## src/hw/tws_pkg.sv

```systemverilog
// Constants and types of the two-wire target block, plus its pin synchroniser.
//
// Function
// [RULE_01] Status codes read with prescaler bits zero.
// [RULE_02] Upper seven address bits give own address.
// [RULE_03] Address bit zero enables general call answer.
// [RULE_04] Software sets enable bit before target use.
// [RULE_05] Software sets ack enable, clears start/stop.
// [RULE_06] Direction bit one selects transmit, else receive.
// [RULE_07] Address match sets flag and status code.
// [RULE_08] Lost arbitration then read reports 0xB0.
// [RULE_09] Ack enable cleared: last byte, then C0/C8.
// [RULE_10] After last byte leave, release data line.
// [RULE_11] Ack enable zero ignores own address.
// [RULE_12] Asleep, still match address from bus clock.
// [RULE_13] Wake on match, hold clock until cleared.
// [RULE_14] Data register need not hold last bus byte.
// [RULE_15] State 0x90: next byte, ack per enable.
// [RULE_16] After NACK on data, leave once cleared.
// [RULE_17] STOP or restart while addressed gives 0xA0.
// [RULE_18] Re-recognise own address only with ack enable.
// [RULE_19] Start request pending: START once bus free.
// [RULE_20] Own read address acknowledged reports 0xA8.
// [RULE_21] Data byte acked reports 0xB8, then next.
// [RULE_22] Flag set while addressed stretches bus clock.
`timescale 1ns/1ps

package tws_pkg;

  // ==========================================================
  // Register offsets and fields
  localparam logic [1:0] REG_OWN  = 2'h0;
  localparam logic [1:0] REG_CTRL = 2'h1;
  localparam logic [1:0] REG_STAT = 2'h2;
  localparam logic [1:0] REG_DATA = 2'h3;

  localparam int CTL_FLAG = 7;
  localparam int CTL_ACK  = 6;
  localparam int CTL_STA  = 5;
  localparam int CTL_WCOL = 3;
  localparam int CTL_EN   = 2;

  localparam logic [7:0] CTRL_WMASK = 8'h75;
  localparam logic [7:0] CTRL_RST   = 8'h00;
  localparam logic [7:0] OWN_RST    = 8'h00;
  localparam logic [7:0] DATA_RST   = 8'hff;
  localparam logic [6:0] GC_ADDR    = 7'h00;
  localparam logic [3:0] LAST_BIT   = 4'h7;
  localparam logic [3:0] BYTE_BITS  = 4'h8;

  // ==========================================================
  // Status codes
  localparam logic [7:0] STAT_RX_OWN    = 8'h60;
  localparam logic [7:0] STAT_RX_OWN_AL = 8'h68;
  localparam logic [7:0] STAT_RX_GC     = 8'h70;
  localparam logic [7:0] STAT_RX_GC_AL  = 8'h78;
  localparam logic [7:0] STAT_RX_ACK    = 8'h80;
  localparam logic [7:0] STAT_RX_NACK   = 8'h88;
  localparam logic [7:0] STAT_GC_ACK    = 8'h90;
  localparam logic [7:0] STAT_GC_NACK   = 8'h98;
  localparam logic [7:0] STAT_STOP      = 8'ha0;
  localparam logic [7:0] STAT_TX_OWN    = 8'ha8;
  localparam logic [7:0] STAT_TX_OWN_AL = 8'hb0;
  localparam logic [7:0] STAT_TX_ACK    = 8'hb8;
  localparam logic [7:0] STAT_TX_NACK   = 8'hc0;
  localparam logic [7:0] STAT_TX_LAST   = 8'hc8;
  localparam logic [7:0] STAT_NONE      = 8'hf8;

  // ==========================================================
  // Sequencer states
  typedef enum logic [7:0] {
    S_IDLE = 8'h01,
    S_ADDR = 8'h02,
    S_ACKA = 8'h04,
    S_HOLD = 8'h08,
    S_RX   = 8'h10,
    S_RACK = 8'h20,
    S_TX   = 8'h40,
    S_TACK = 8'h80
  } tws_state_t;

endpackage

// ==========================================================
// Two-stage synchroniser, idle high like the bus lines.
module tws_sync2 #(
  parameter int WIDTH = 2
) (
  input  wire logic             clock_i,
  input  wire logic             reset_n_i,
  input  wire logic [WIDTH-1:0] async_i,
  output logic      [WIDTH-1:0] sync_o
);
  logic [WIDTH-1:0] meta_reg;

  always_ff @(posedge clock_i) begin
    if (!reset_n_i) begin
      meta_reg <= '1;
      sync_o   <= '1;
    end else begin
      meta_reg <= async_i;
      sync_o   <= meta_reg;
    end
  end
endmodule

```

## src/hw/tws_target.sv

```systemverilog
// Target-side sequencer and registers of the two-wire serial interface.
`timescale 1ns/1ps

module tws_target (
  input  wire logic       clock_i,
  input  wire logic       reset_n_i,
  input  wire logic [1:0] reg_addr_i,
  input  wire logic [7:0] reg_wdata_i,
  input  wire logic       reg_wr_i,
  input  wire logic       reg_rd_i,
  output logic      [7:0] reg_rdata_o,
  input  wire logic       scl_i,
  output logic            scl_o,
  output logic            scl_oe_n_o,
  input  wire logic       sda_i,
  output logic            sda_o,
  output logic            sda_oe_n_o,
  input  wire logic       arb_lost_i,
  input  wire logic       sleep_i,
  output logic            wake_o,
  output logic            start_gen_o
);

  // ==========================================================
  // Pin sampling and bus conditions
  logic [1:0] pin_sync;
  logic       scl_s;
  logic       sda_s;
  logic       scl_d_reg;
  logic       sda_d_reg;
  logic       busy_reg;

  tws_sync2 #(.WIDTH(2)) u_sync (
    .clock_i   (clock_i),
    .reset_n_i (reset_n_i),
    .async_i   ({scl_i, sda_i}),
    .sync_o    (pin_sync)
  );

  assign scl_s = pin_sync[1];
  assign sda_s = pin_sync[0];

  wire scl_rise  = scl_s & ~scl_d_reg;
  wire scl_fall  = ~scl_s & scl_d_reg;
  wire start_det = scl_s & scl_d_reg & sda_d_reg & ~sda_s;
  wire stop_det  = scl_s & scl_d_reg & ~sda_d_reg & sda_s;

  always_ff @(posedge clock_i) begin
    if (!reset_n_i) begin
      scl_d_reg <= 1'b1;
      sda_d_reg <= 1'b1;
      busy_reg  <= 1'b0;
    end else begin
      scl_d_reg <= scl_s;
      sda_d_reg <= sda_s;
      if (start_det) begin
        busy_reg <= 1'b1;
      end else if (stop_det) begin
        busy_reg <= 1'b0;
      end
    end
  end

  // ==========================================================
  // Configuration registers
  logic [7:0] own_address_cfg_reg;
  logic [7:0] interface_control_reg;
  logic [7:0] bus_data_reg;
  logic       write_collision_reg;

  wire ctrl_wr = reg_wr_i && (reg_addr_i == tws_pkg::REG_CTRL);
  wire data_wr = reg_wr_i && (reg_addr_i == tws_pkg::REG_DATA);

  always_ff @(posedge clock_i) begin
    if (!reset_n_i) begin
      own_address_cfg_reg   <= tws_pkg::OWN_RST;
      interface_control_reg <= tws_pkg::CTRL_RST;
    end else begin
      if (reg_wr_i && (reg_addr_i == tws_pkg::REG_OWN)) begin
        own_address_cfg_reg <= reg_wdata_i;
      end
      if (ctrl_wr) begin
        interface_control_reg <= reg_wdata_i & tws_pkg::CTRL_WMASK;
      end
    end
  end

  // Software must set the enable bit; until then the sequencer stays reset.
  // [RULE_04] interface enable gate
  wire en_w     = interface_control_reg[tws_pkg::CTL_EN];
  wire ack_en_w = interface_control_reg[tws_pkg::CTL_ACK];

  // ==========================================================
  // Sequencer
  tws_pkg::tws_state_t state_reg;
  logic [3:0] bit_cnt_reg;
  logic [7:0] shift_reg;
  logic [7:0] status_reg;
  logic       flag_reg;
  logic       ack_ph_reg;
  logic       gc_reg;
  logic       tx_reg;
  logic       ack_plan_reg;
  logic       last_reg;
  logic       got_ack_reg;
  logic       leave_reg;
  logic       arb_reg;
  logic       start_pend_reg;
  logic       start_gen_reg;
  logic       rx_load_reg;
  logic       wake_reg;
  logic       scl_oe_n_reg;
  logic       sda_oe_n_reg;

  wire [7:0] addr_byte = {shift_reg[6:0], sda_s};
  wire sw_clear = ctrl_wr && reg_wdata_i[tws_pkg::CTL_FLAG];
  wire in_xfer  = (state_reg == tws_pkg::S_ACKA) || (state_reg == tws_pkg::S_RX) ||
                  (state_reg == tws_pkg::S_RACK) || (state_reg == tws_pkg::S_TX) ||
                  (state_reg == tws_pkg::S_TACK);

  // [RULE_02] own address compare
  wire own_hit = ack_en_w && (addr_byte[7:1] == own_address_cfg_reg[7:1]);
  // [RULE_03] general call enable
  wire gc_hit  = ack_en_w && own_address_cfg_reg[0] &&
                 (addr_byte[7:1] == tws_pkg::GC_ADDR) && !addr_byte[0];

  always_ff @(posedge clock_i) begin
    if (!reset_n_i || !en_w) begin
      state_reg      <= tws_pkg::S_IDLE;
      bit_cnt_reg    <= 4'h0;
      shift_reg      <= 8'h00;
      status_reg     <= tws_pkg::STAT_NONE;
      flag_reg       <= 1'b0;
      ack_ph_reg     <= 1'b0;
      gc_reg         <= 1'b0;
      tx_reg         <= 1'b0;
      ack_plan_reg   <= 1'b0;
      last_reg       <= 1'b0;
      got_ack_reg    <= 1'b0;
      leave_reg      <= 1'b0;
      arb_reg        <= 1'b0;
      start_pend_reg <= 1'b0;
      start_gen_reg  <= 1'b0;
      rx_load_reg    <= 1'b0;
      wake_reg       <= 1'b0;
      scl_oe_n_reg   <= 1'b1;
      sda_oe_n_reg   <= 1'b1;
    end else begin
      start_gen_reg <= 1'b0;
      rx_load_reg   <= 1'b0;
      if (arb_lost_i) begin
        arb_reg <= 1'b1;
      end
      if (!sleep_i) begin
        wake_reg <= 1'b0;
      end
      // A clear that meets a new event loses: the set below comes later.
      if (sw_clear) begin
        flag_reg <= 1'b0;
      end
      // [RULE_19] start once bus free
      if (start_pend_reg && !busy_reg && (state_reg == tws_pkg::S_IDLE)) begin
        start_gen_reg  <= 1'b1;
        start_pend_reg <= 1'b0;
      end
      // [RULE_17] stop or restart report
      if ((start_det || stop_det) && in_xfer) begin
        status_reg   <= tws_pkg::STAT_STOP;
        flag_reg     <= 1'b1;
        leave_reg    <= 1'b1;
        sda_oe_n_reg <= 1'b1;
        state_reg    <= tws_pkg::S_HOLD;
      end else if (start_det && (state_reg != tws_pkg::S_HOLD)) begin
        state_reg   <= tws_pkg::S_ADDR;
        bit_cnt_reg <= 4'h0;
      end else if (stop_det && (state_reg != tws_pkg::S_HOLD)) begin
        state_reg <= tws_pkg::S_IDLE;
      end else begin
        unique case (state_reg)
          tws_pkg::S_IDLE: begin
          end
          // The sampler keeps running while asleep, so matching goes on.
          // [RULE_12] match while asleep
          tws_pkg::S_ADDR: begin
            if (scl_rise) begin
              shift_reg   <= addr_byte;
              bit_cnt_reg <= bit_cnt_reg + 4'h1;
              if (bit_cnt_reg == tws_pkg::LAST_BIT) begin
                // [RULE_11] ignore own address
                // [RULE_18] recognition needs ack enable
                if (own_hit || gc_hit) begin
                  // [RULE_06] direction selects mode
                  state_reg  <= tws_pkg::S_ACKA;
                  gc_reg     <= gc_hit;
                  tx_reg     <= addr_byte[0];
                  ack_ph_reg <= 1'b0;
                  // [RULE_13] wake on match
                  if (sleep_i) begin
                    wake_reg <= 1'b1;
                  end
                end else begin
                  state_reg <= tws_pkg::S_IDLE;
                end
              end
            end
          end
          tws_pkg::S_ACKA: begin
            if (scl_fall) begin
              if (!ack_ph_reg) begin
                sda_oe_n_reg <= 1'b0;
                ack_ph_reg   <= 1'b1;
              end else begin
                // [RULE_07] post address status
                sda_oe_n_reg <= 1'b1;
                flag_reg     <= 1'b1;
                scl_oe_n_reg <= 1'b0;
                leave_reg    <= 1'b0;
                arb_reg      <= 1'b0;
                state_reg    <= tws_pkg::S_HOLD;
                // [RULE_08] lost arbitration codes
                // [RULE_20] own read acknowledged
                if (tx_reg) begin
                  status_reg <= arb_reg ? tws_pkg::STAT_TX_OWN_AL : tws_pkg::STAT_TX_OWN;
                end else if (gc_reg) begin
                  status_reg <= arb_reg ? tws_pkg::STAT_RX_GC_AL : tws_pkg::STAT_RX_GC;
                end else begin
                  status_reg <= arb_reg ? tws_pkg::STAT_RX_OWN_AL : tws_pkg::STAT_RX_OWN;
                end
              end
            end
          end
          // [RULE_22] stretch until flag cleared
          tws_pkg::S_HOLD: begin
            if (!flag_reg) begin
              scl_oe_n_reg <= 1'b1;
              bit_cnt_reg  <= 4'h0;
              if (leave_reg) begin
                // [RULE_16] leave after nack
                state_reg      <= tws_pkg::S_IDLE;
                start_pend_reg <= interface_control_reg[tws_pkg::CTL_STA];
              end else if (tx_reg) begin
                // [RULE_21] send next, maybe last
                shift_reg    <= bus_data_reg;
                sda_oe_n_reg <= bus_data_reg[7];
                last_reg     <= !ack_en_w;
                state_reg    <= tws_pkg::S_TX;
              end else begin
                // [RULE_15] next byte ack plan
                ack_plan_reg <= ack_en_w;
                state_reg    <= tws_pkg::S_RX;
              end
            end
          end
          tws_pkg::S_RX: begin
            if (scl_rise) begin
              shift_reg   <= addr_byte;
              bit_cnt_reg <= bit_cnt_reg + 4'h1;
              if (bit_cnt_reg == tws_pkg::LAST_BIT) begin
                state_reg  <= tws_pkg::S_RACK;
                ack_ph_reg <= 1'b0;
              end
            end
          end
          tws_pkg::S_RACK: begin
            if (scl_fall) begin
              if (!ack_ph_reg) begin
                sda_oe_n_reg <= !ack_plan_reg;
                ack_ph_reg   <= 1'b1;
              end else begin
                sda_oe_n_reg <= 1'b1;
                rx_load_reg  <= 1'b1;
                flag_reg     <= 1'b1;
                scl_oe_n_reg <= 1'b0;
                leave_reg    <= !ack_plan_reg;
                state_reg    <= tws_pkg::S_HOLD;
                if (gc_reg) begin
                  status_reg <= ack_plan_reg ? tws_pkg::STAT_GC_ACK : tws_pkg::STAT_GC_NACK;
                end else begin
                  status_reg <= ack_plan_reg ? tws_pkg::STAT_RX_ACK : tws_pkg::STAT_RX_NACK;
                end
              end
            end
          end
          tws_pkg::S_TX: begin
            if (scl_rise) begin
              bit_cnt_reg <= bit_cnt_reg + 4'h1;
            end else if (scl_fall) begin
              shift_reg <= {shift_reg[6:0], 1'b1};
              if (bit_cnt_reg == tws_pkg::BYTE_BITS) begin
                sda_oe_n_reg <= 1'b1;
                state_reg    <= tws_pkg::S_TACK;
              end else begin
                sda_oe_n_reg <= shift_reg[6];
              end
            end
          end
          tws_pkg::S_TACK: begin
            if (scl_rise) begin
              got_ack_reg <= !sda_s;
            end else if (scl_fall) begin
              flag_reg     <= 1'b1;
              scl_oe_n_reg <= 1'b0;
              state_reg    <= tws_pkg::S_HOLD;
              // [RULE_09] final byte outcome
              // [RULE_10] leave after last byte
              if (!got_ack_reg) begin
                status_reg <= tws_pkg::STAT_TX_NACK;
                leave_reg  <= 1'b1;
              end else if (last_reg) begin
                status_reg <= tws_pkg::STAT_TX_LAST;
                leave_reg  <= 1'b1;
              end else begin
                status_reg <= tws_pkg::STAT_TX_ACK;
                leave_reg  <= 1'b0;
              end
            end
          end
          default: begin
            state_reg <= tws_pkg::S_IDLE;
          end
        endcase
      end
    end
  end

  // ==========================================================
  // Data register; address bytes never land here, so after a wake it
  // holds the last data byte, not the bus's last byte.
  // [RULE_14] no address byte capture
  always_ff @(posedge clock_i) begin
    if (!reset_n_i) begin
      bus_data_reg        <= tws_pkg::DATA_RST;
      write_collision_reg <= 1'b0;
    end else if (rx_load_reg) begin
      bus_data_reg <= shift_reg;
    end else if (data_wr) begin
      if (flag_reg) begin
        bus_data_reg        <= reg_wdata_i;
        write_collision_reg <= 1'b0;
      end else begin
        write_collision_reg <= 1'b1;
      end
    end
  end

  // ==========================================================
  // Read port and pin outputs
  // [RULE_01] prescaler bits read zero
  always_ff @(posedge clock_i) begin
    if (!reset_n_i || !reg_rd_i) begin
      reg_rdata_o <= 8'h00;
    end else begin
      unique case (reg_addr_i)
        tws_pkg::REG_OWN:  reg_rdata_o <= own_address_cfg_reg;
        tws_pkg::REG_CTRL: reg_rdata_o <= {flag_reg, interface_control_reg[6:4],
                                           write_collision_reg, interface_control_reg[2:0]};
        tws_pkg::REG_STAT: reg_rdata_o <= flag_reg ? status_reg : tws_pkg::STAT_NONE;
        tws_pkg::REG_DATA: reg_rdata_o <= bus_data_reg;
      endcase
    end
  end

  always_ff @(posedge clock_i) begin
    if (!reset_n_i) begin
      scl_o <= 1'b0;
      sda_o <= 1'b0;
    end else begin
      scl_o <= 1'b0;
      sda_o <= 1'b0;
    end
  end

  assign scl_oe_n_o  = scl_oe_n_reg;
  assign sda_oe_n_o  = sda_oe_n_reg;
  assign wake_o      = wake_reg;
  assign start_gen_o = start_gen_reg;

  // ==========================================================
  // Checks
  chk_status_low_zero: assert property ( // [RULE_01]
    @(posedge clock_i) disable iff (!reset_n_i)
    status_reg[2:0] == 3'h0)
    else $error("status code has nonzero prescaler bits");

  chk_noack_own_addr: assert property ( // [RULE_11]
    @(posedge clock_i) disable iff (!reset_n_i)
    (state_reg == tws_pkg::S_ADDR) && scl_rise && (bit_cnt_reg == 4'h7) && !ack_en_w
    |=> state_reg != tws_pkg::S_ACKA)
    else $error("address acknowledged with ack enable low");

  chk_gc_disabled: assert property ( // [RULE_03]
    @(posedge clock_i) disable iff (!reset_n_i)
    (state_reg == tws_pkg::S_ADDR) && scl_rise && (bit_cnt_reg == 4'h7) &&
    !own_address_cfg_reg[0] && (addr_byte[7:1] == 7'h00) &&
    (own_address_cfg_reg[7:1] != 7'h00)
    |=> state_reg != tws_pkg::S_ACKA)
    else $error("general call answered while disabled");

  chk_addr_post: assert property ( // [RULE_07]
    @(posedge clock_i) disable iff (!reset_n_i)
    en_w && (state_reg == tws_pkg::S_ACKA) && ack_ph_reg && scl_fall
    |=> flag_reg && (state_reg == tws_pkg::S_HOLD) && !scl_oe_n_o)
    else $error("address match did not post status");

  chk_hold_stretch: assert property ( // [RULE_22]
    @(posedge clock_i) disable iff (!reset_n_i)
    (state_reg == tws_pkg::S_HOLD) && flag_reg && (status_reg != tws_pkg::STAT_STOP)
    |-> !scl_oe_n_o)
    else $error("clock not stretched while flag set");

  chk_leave_idle: assert property ( // [RULE_10]
    @(posedge clock_i) disable iff (!reset_n_i)
    (state_reg == tws_pkg::S_HOLD) && !flag_reg && leave_reg
    |=> (state_reg == tws_pkg::S_IDLE) && sda_oe_n_o && scl_oe_n_o)
    else $error("did not leave addressed state");

  chk_last_ack_c8: assert property ( // [RULE_09]
    @(posedge clock_i) disable iff (!reset_n_i)
    en_w && (state_reg == tws_pkg::S_TACK) && scl_fall && last_reg && got_ack_reg
    |=> (status_reg == tws_pkg::STAT_TX_LAST) && flag_reg)
    else $error("ack after last byte not reported as c8");

  chk_start_free: assert property ( // [RULE_19]
    @(posedge clock_i) disable iff (!reset_n_i)
    start_gen_o |-> !$past(busy_reg))
    else $error("start issued on busy bus");

  chk_rx_ack_plan: assert property ( // [RULE_15]
    @(posedge clock_i) disable iff (!reset_n_i)
    en_w && (state_reg == tws_pkg::S_HOLD) && !flag_reg && !leave_reg && !tx_reg
    |=> (state_reg == tws_pkg::S_RX) && (ack_plan_reg == $past(ack_en_w)))
    else $error("receive ack plan not taken from ack enable");

endmodule

```

## config.mk

```make
export PLATFORM = sky130hd
export DESIGN_NAME = tws_target
export DESIGN_NICKNAME = d
export VERILOG_FILES = /design/src/hw/tws_pkg.sv /design/src/hw/tws_target.sv
export SDC_FILE = /design/constraint.sdc
export NUM_CORES = 1
export LEC_CHECK = 0
export ABC_AREA = 1
export BUFFER_PORTS_ARGS = -buffer_cell sky130_fd_sc_hd__buf_2
export CAP_MARGIN = 20
export CORE_MARGIN = 2
export CORE_UTILIZATION = 40
export DETAILED_ROUTE_END_ITERATION = 10
export MAX_ROUTING_LAYER = met4
export PLACE_DENSITY = 0.53
export SLEW_MARGIN = 10
export SYNTH_ARGS = -nofsm -noshare
export SYNTH_HDL_FRONTEND = slang
export SYNTH_SLANG_ARGS = --single-unit
```

## constraint.sdc

```tcl
create_clock -name clock_i -period 2.8 [get_ports clock_i]
set_clock_uncertainty 0.2 [all_clocks]
set_input_delay 0.14 -clock clock_i [delete_from_list [all_inputs] [get_ports clock_i]]
set_output_delay 0.14 -clock clock_i [all_outputs]
set_load 0.03 [all_outputs]
```

==> After elaboration in Yosys (flattened, before gate mapping) <==
Cells that the tools add are included.
{ "classes": {"n_reduce_logical": 62, "mux": 126, "eq_ne": 72, "bitwise_logic": 21, "add_sub_neg": 1} }
{ "ops": {"columns": ["cell", "n"], "rows": [
  ["two-way mux 8 bit", 29],
  ["two-way mux 1 bit", 65],
  ["one-hot mux 8 bit (7 select lines)", 1],
  ["two-way mux 7 bit", 7],
  ["one-hot mux 8 bit (3 select lines)", 2],
  ["two-way mux 4 bit", 11],
  ["AND reduction 13 bit", 3],
  ["!= test 2 bit, second input constant", 18],
  ["one-hot mux 8 bit (4 select lines)", 1],
  ["AND reduction 10 bit", 3],
  ["AND reduction 9 bit", 3],
  ["!= test 5 x 2 -> 1 bit, second input constant", 5],
  ["AND reduction 7 bit", 3],
  ["!= test 4 x 1 -> 1 bit, second input constant", 5],
  ["!= test 4 x 2 -> 1 bit, second input constant", 5],
  ["!= test 5 x 1 -> 1 bit, second input constant", 4],
  ["!= test 3 x 2 -> 1 bit, second input constant", 6],
  ["two-way mux 5 bit", 3],
  ["!= test 5 bit, second input constant", 3],
  ["nonzero test 3 bit", 5],
  ["NOT 1 bit", 14],
  ["logical AND 1 bit", 13],
  ["!= test 4 bit, second input constant", 3],
  ["!= test 2 x 1 -> 1 bit, second input constant", 5],
  ["other kinds (35)", 65]
]} }
{ "totals": {"output_inout_bits": 14, "regBits": 80, "wordCells": 314, "input_bits": 18} }

==> Depth between registers and ports, before layout <==
{ "depth": {"depth_word": 11, "ltp_mapped": 13, "mapped_depth_nobuf": 13} }

==> Hierarchy <==
From an unflattened synthesis, not the netlist that was laid out.
{ "unflattened": {"cells_unflattened": 592, "hier_area_um2": 4132.7} }
{ "by_module_without_submodules": {"columns": ["mod", "cells_per_inst", "area_each_um2", "instances", "seq_area_each_um2"], "rows": [
  ["tws_target", 580, 4022.6, 1, 1461.4],
  ["tws_sync2", 12, 110.1, 1, 80.1]
]} }

==> Least setup slack after synthesis <==
OpenSTA, ideal clock, no wires.
{ "synth_path": {"path_type": "reg-to-reg", "startpoint": "register bit_cnt_reg[0]", "endpoint": "register state_reg[0]", "path_buffers": 0, "t_arrival_ps": 1472, "setup_slack_ps": 1008, "setup_ps": 120, "path_stages_with_launch": 12, "period_less_slack_ps": 1792, "path_cell_list": "dfxtp_1 ha_1 nand2_1 or2_2 nand2_1 nand2_1 nor2_1 nand2_1 nor2_4 inv_2 nand3_1 nand3_1"} }
{ "synth_via": {"elab_chain_len": 3, "elab_cells_between_ends": 6} }
{ "synth_lines": {"columns": ["element", "line", "source"], "rows": [
  ["start: declaration", "tws_target.sv:96", "logic [3:0] bit_cnt_reg;"],
  ["start signal: assignment", "tws_target.sv:187", "bit_cnt_reg <= bit_cnt_reg + 4'h1;"],
  ["start signal: assignment", "tws_target.sv:257", "bit_cnt_reg <= bit_cnt_reg + 4'h1;"],
  ["start signal: assignment", "tws_target.sv:286", "bit_cnt_reg <= bit_cnt_reg + 4'h1;"],
  ["== test 4 x 3 -> 1 bit / == test 4 bit (equally long branches)", "tws_target.sv:188, tws_target.sv:258, tws_target.sv:289", null],
  ["!= test 5 bit (no source line) / != test 5 x 1 -> 1 bit (equally long branches)", null, null],
  ["AND reduction 13 bit (no source line) (*)", null, null],
  ["end signal: assignment", "tws_target.sv:193", "state_reg <= tws_pkg::S_ACKA;"],
  ["end signal: assignment", "tws_target.sv:202", "state_reg <= tws_pkg::S_IDLE;"],
  ["end signal: assignment", "tws_target.sv:259", "state_reg <= tws_pkg::S_RACK;"],
  ["end: declaration", "tws_target.sv:95", "tws_pkg::tws_state_t state_reg;"]
]} }
Mark *: on every way between the ends. The rest lies on a longest branch, timed or not.
A chain may end at the register's enable or synchronous reset.

==> Worst setup path after layout <==
{ "layout_path": {"startpoint": "input reg_wr_i", "endpoint": "register bus_data_reg[2]"} }
{ "layout_via": {"elab_chain_len": 3} }
{ "layout_lines": {"columns": ["element", "line", "source"], "rows": [
  ["start: declaration", "tws_target.sv:9", "input wire logic reg_wr_i,"],
  ["logical AND 1 bit", "tws_target.sv:72", "wire data_wr = reg_wr_i && (reg_addr_i == tws_pkg::REG_DATA);"],
  ["nonzero test 2 bit (no source line)", null, null],
  ["AND reduction 2 bit (no source line)", null, null],
  ["end signal: assignment", "tws_target.sv:332", "bus_data_reg <= tws_pkg::DATA_RST;"],
  ["end signal: assignment", "tws_target.sv:335", "bus_data_reg <= shift_reg;"],
  ["end signal: assignment", "tws_target.sv:338", "bus_data_reg <= reg_wdata_i;"],
  ["end: declaration", "tws_target.sv:68", "logic [7:0] bus_data_reg;"]
]} }
No other way between the ends.

==> results by group <==
Worst setup path
  – Max incr delay on CP: between 0.7 and 0.8 ns
  – WP data arrival: about 2.3 ns
  – Critical-path maximum fanout: 13
  – Crit path kind: input port to flop
  – Cell mode on critical path: o211ai_1
  – Startpoint class of the critical path: input port
  – Reg2reg path depth: 11
  – Reg-to-reg startpoint: state_reg[1]$_SDFFE_PP0P_
  – Worst path slowest cell: a21oi_1
  – Crit path capture type: flop
  – Cells along the critical path: dlygate4sd3_1 > buf_2 > clkinv_1 > nor2_1 > a21oi_1 > inv_1 > o211ai_1 > o211ai_1
  – CP Data Required Time: ~2.8 ns
  – Worst reg2reg endpoint: leave_reg$_SDFFE_PP0P_
  – Flop2flop setup slack: around 0.64 ns

Yosys
  – Area of the mapped netlist: between 4000 and 5000 sq um
  – Top cell type by total area after synthesis: dfxtp_1
  – Post-synth top area share: between 30% and 40%
  – Simple-gate share of the synthesized area: about two fifths
  – Avg Cell Area, Syn: 6.871 sq um
  – Synth async-reset ratio: 0%
  – Post-synth EDFFs: 0
  – Register area share after synthesis: a little under two fifths
  – Multiplexer area fraction after synthesis: 0%
  – Synth warn: 0
  – #FFs+latches synth: 77
  – Top_reg_cell synth: dfxtp_1
  – Synth Area in Adders: less than 1%
  – Largest cells by area after synthesis: dfxtp_1 37%, nand2_1 14%, nor2_1 5.6%, inv_1 5.5%, o21ai_0 5.1%
  – Yosys cell types: 37
  – Gate Count Post-Synth: around 600
  – Post-Synth XOR/XNOR Area: under 10%
  – Largest family of logic cells by synthesized area: simple AND/OR/NAND/NOR gates
  – Synth Area in Compound Gates: between 10 and 15%

Clock network
  – CTS Buffer Depth: 2
  – H-tree depth: 3
  – Clock sinks: 77
  – CTS tree: built
  – Clk_lat worst skew: 0.36 ns
  – TritonCTS buffer count: 9
  – Clock root cell: clkbuf_8
  – Clock-pin transition on the worst setup and hold timing paths: ~0.080 ns

Placement
  – RePlAce Congestion: roughly 0.90
  – IO buf count: 29
  – Hpwl dp: 9.373 mm
  – Cells after DPL: approximately 760

Timing
  – RSZ-0062 raised after global routing: no
  – Fmax: 0.4422 GHz
  – Post-route setup TNS: 0 ns
  – Final Hold Fails: 0
  – Slew Limit Fails: 0
  – Max_slew headroom: a little over a third
  – Final hold slack: 0.008585 ns
  – Final setup viols: 0
  – Fin crit share: around four fifths
  – Fin crit period: between 2 and 2.5 ns
  – Worst-Margin Slew: ~0.96 ns

Floorplanning
  – Die Ht: 105.7 um
  – # rows: 37
  – IO Pins: 32
  – Die Span X: approximately 110 um
  – Core area: around 10,000 sq um
  – Initial Utilization: about two fifths
  – Full die area: 11,170 sq um

Status
  – Outcome: finished clean

Layout
  – P&R area growth vs syn: 14.40%
  – Multi-input logic area: between 2000 and 2500 sq um
  – ANT cells: 0
  – Layout cell share with drive strength beyond 1: between 15 and 20%
  – Register area: approximately 1500 sq um
  – # fillers: 1,073
  – Nets: 670
  – Final non-filler cell total: between 700 and 800

Routing
  – Drt wl/cell: between 15 and 20 um
  – Initial detailed-routing violation count: a little under 200
  – Antenna Nets Post-Route: 0
  – Wirelength, routed: 12.31 mm
  – # DRC: 0
  – Vias: 4,039
  – DR pass1 iterations: 4
  – Vias per cell: ~5

Hold path
  – Hold path startpoint: reg_addr_i[0]
  – Hold crit path type: input port to flop
  – Hold Path End: reg_rdata_o[4]$_SDFF_PP0_
  – Hold Path Depth: 4

Flow run
  – # Max-Cap Violations: 0

Global route
  – Total grt overflow: 0
  – Overall Global Routing Usage: a little under a quarter
  – Largest net degree at the start of global routing: 23
  – Vias in the first global route: ~3,800
  – First-pass GRT wire length: 20.09 mm
  – Antenna violations before repair: 0

Power
  – Peak supply drop: ~0.28 mV
  – LEAKAGE: 2.099 nW
  – Power Density: roughly 440 nW/um^2
report_power, final:
group | internal (mW) | leakage (nW) | switching [mW]
combinational | 0.0570 | 1.39 | 0.0970
clock | 0.402 | 0.0882 | 0.419
sequential | 1.11 | 0.625 | 0.0130
per-stage QoR:
| stage | instance area [sq um] | setup slack [ns] | utilization, % | power (mW) |
|---|---|---|---|---|
| floorplan | 4140 | 1.008 | - | 1.238 |
| finish | 4732 | 0.5384 | 46.46 | 2.102 |
| detailed placement | 4393 | 0.6650 | 43.13 | 1.289 |
| global placement | 4393 | 0.6884 | 43.13 | 1.289 |
| global route | 4732 | 0.3440 | 46.46 | 2.183 |
| CTS | 4732 | 0.5525 | 46.46 | 2.121 |
synth_stat cells (all sizes together), types with 2 or more instances:
master    n
nand2   172
nor2     90
dfxtp    77
inv      65
a21oi    42
nand3    42
o21ai    42
nor3     12
o211ai   12
or2       8
clkbuf    7
buf       5
a41oi     4
nand4     4
xnor2     4
a211oi    2
a31oi     2
clkinv    2
ha        2
xor2      2
area by class of cell:
| class | instances | area share (%) |
|---|---|---|
| Inverter | 67 | 5.420 |
| Clock inverter | 4 | 1.084 |
| Multi-Input combinational cell | 447 | 47.70 |
| Clock buffer | 10 | 2.697 |
| Tap cell | 136 | 3.596 |
| Timing Repair Buffer | 48 | 6.928 |
| Sequential cell | 77 | 32.58 |
worst max-delay path by stage:
stage                                           start                           end  slack [ns]  cells past startpoint
after detailed placement    state_reg[1]$_SDFFE_PP0P_        leave_reg$_SDFFE_PP0P_        0.67                     11
after floorplan           bit_cnt_reg[0]$_SDFFE_PP0P_     state_reg[0]$_SDFFE_PP1P_        1.01                     11
after CTS                                    reg_wr_i  bus_data_reg[2]$_SDFFE_PN1P_        0.55                      8
final                                        reg_wr_i  bus_data_reg[2]$_SDFFE_PN1P_        0.54                      8
after global routing                         reg_wr_i  bus_data_reg[2]$_SDFFE_PN1P_        0.34                      8
after global placement      state_reg[2]$_SDFFE_PP0P_        leave_reg$_SDFFE_PP0P_        0.69                     11
critical path: cells and delay by family:
kind,cells,cell delay [ns]
and+or+nand+nor,1,0.12
buffers and inverters,4,1.04
AOI/OAI and AO/OA,3,1.00
cells in the final DEF (no fill, tap or decap), types with 3 or more instances in the layout:
cell,netlist,final
inv_2,4,4
nand2_2,8,8
nand2_4,6,6
nand3_2,3,3
nand3_1,39,39
nand2_1,158,158
nor2_1,62,62
a21oi_1,41,41
inv_1,61,61
dlygate4sd3_1,0,16
nand4_1,4,4
buf_4,2,3
clkbuf_8,1,9
dfxtp_1,77,77
nor2_4,11,11
o211ai_1,12,12
xnor2_1,4,4
buf_2,0,29
o21ai_0,42,42
nor3_1,12,12
nor2_2,16,16
or2_2,8,8
a41oi_1,4,4
cell families (layout without fill, tap and decap cells):
group	count (synthesis)	count (layout)
AO/OA/AOI/OAI	106	106
XOR/XNOR	6	6
adder cells (fa/ha/maj)	2	2
buffers and inverters	79	129
flip-flops	77	77
other	1	2
AND/OR/NAND/NOR	331	331
routing by layer:
layer  vias to the layer above  global-route usage (%)  share of wire [%]
li1                       2042                       -                  -
met3                        14                   3.463                4.8
met1                      1873                   30.63                 45
met5                         -                       -                  0
met2                       110                   39.35                 49
met4                         0                   6.579                1.4
repair_timing:
| action | CTS | global route |
|---|---|---|
| resized for setup | 0 | 0 |
| endpoints found under the hold margin | 27 | 0 |
| hold buffers | 16 | 0 |
| endpoints found under the setup margin | 0 | 0 |
| setup buffers | 0 | 0 |
Power figures use the tool's default switching activity.
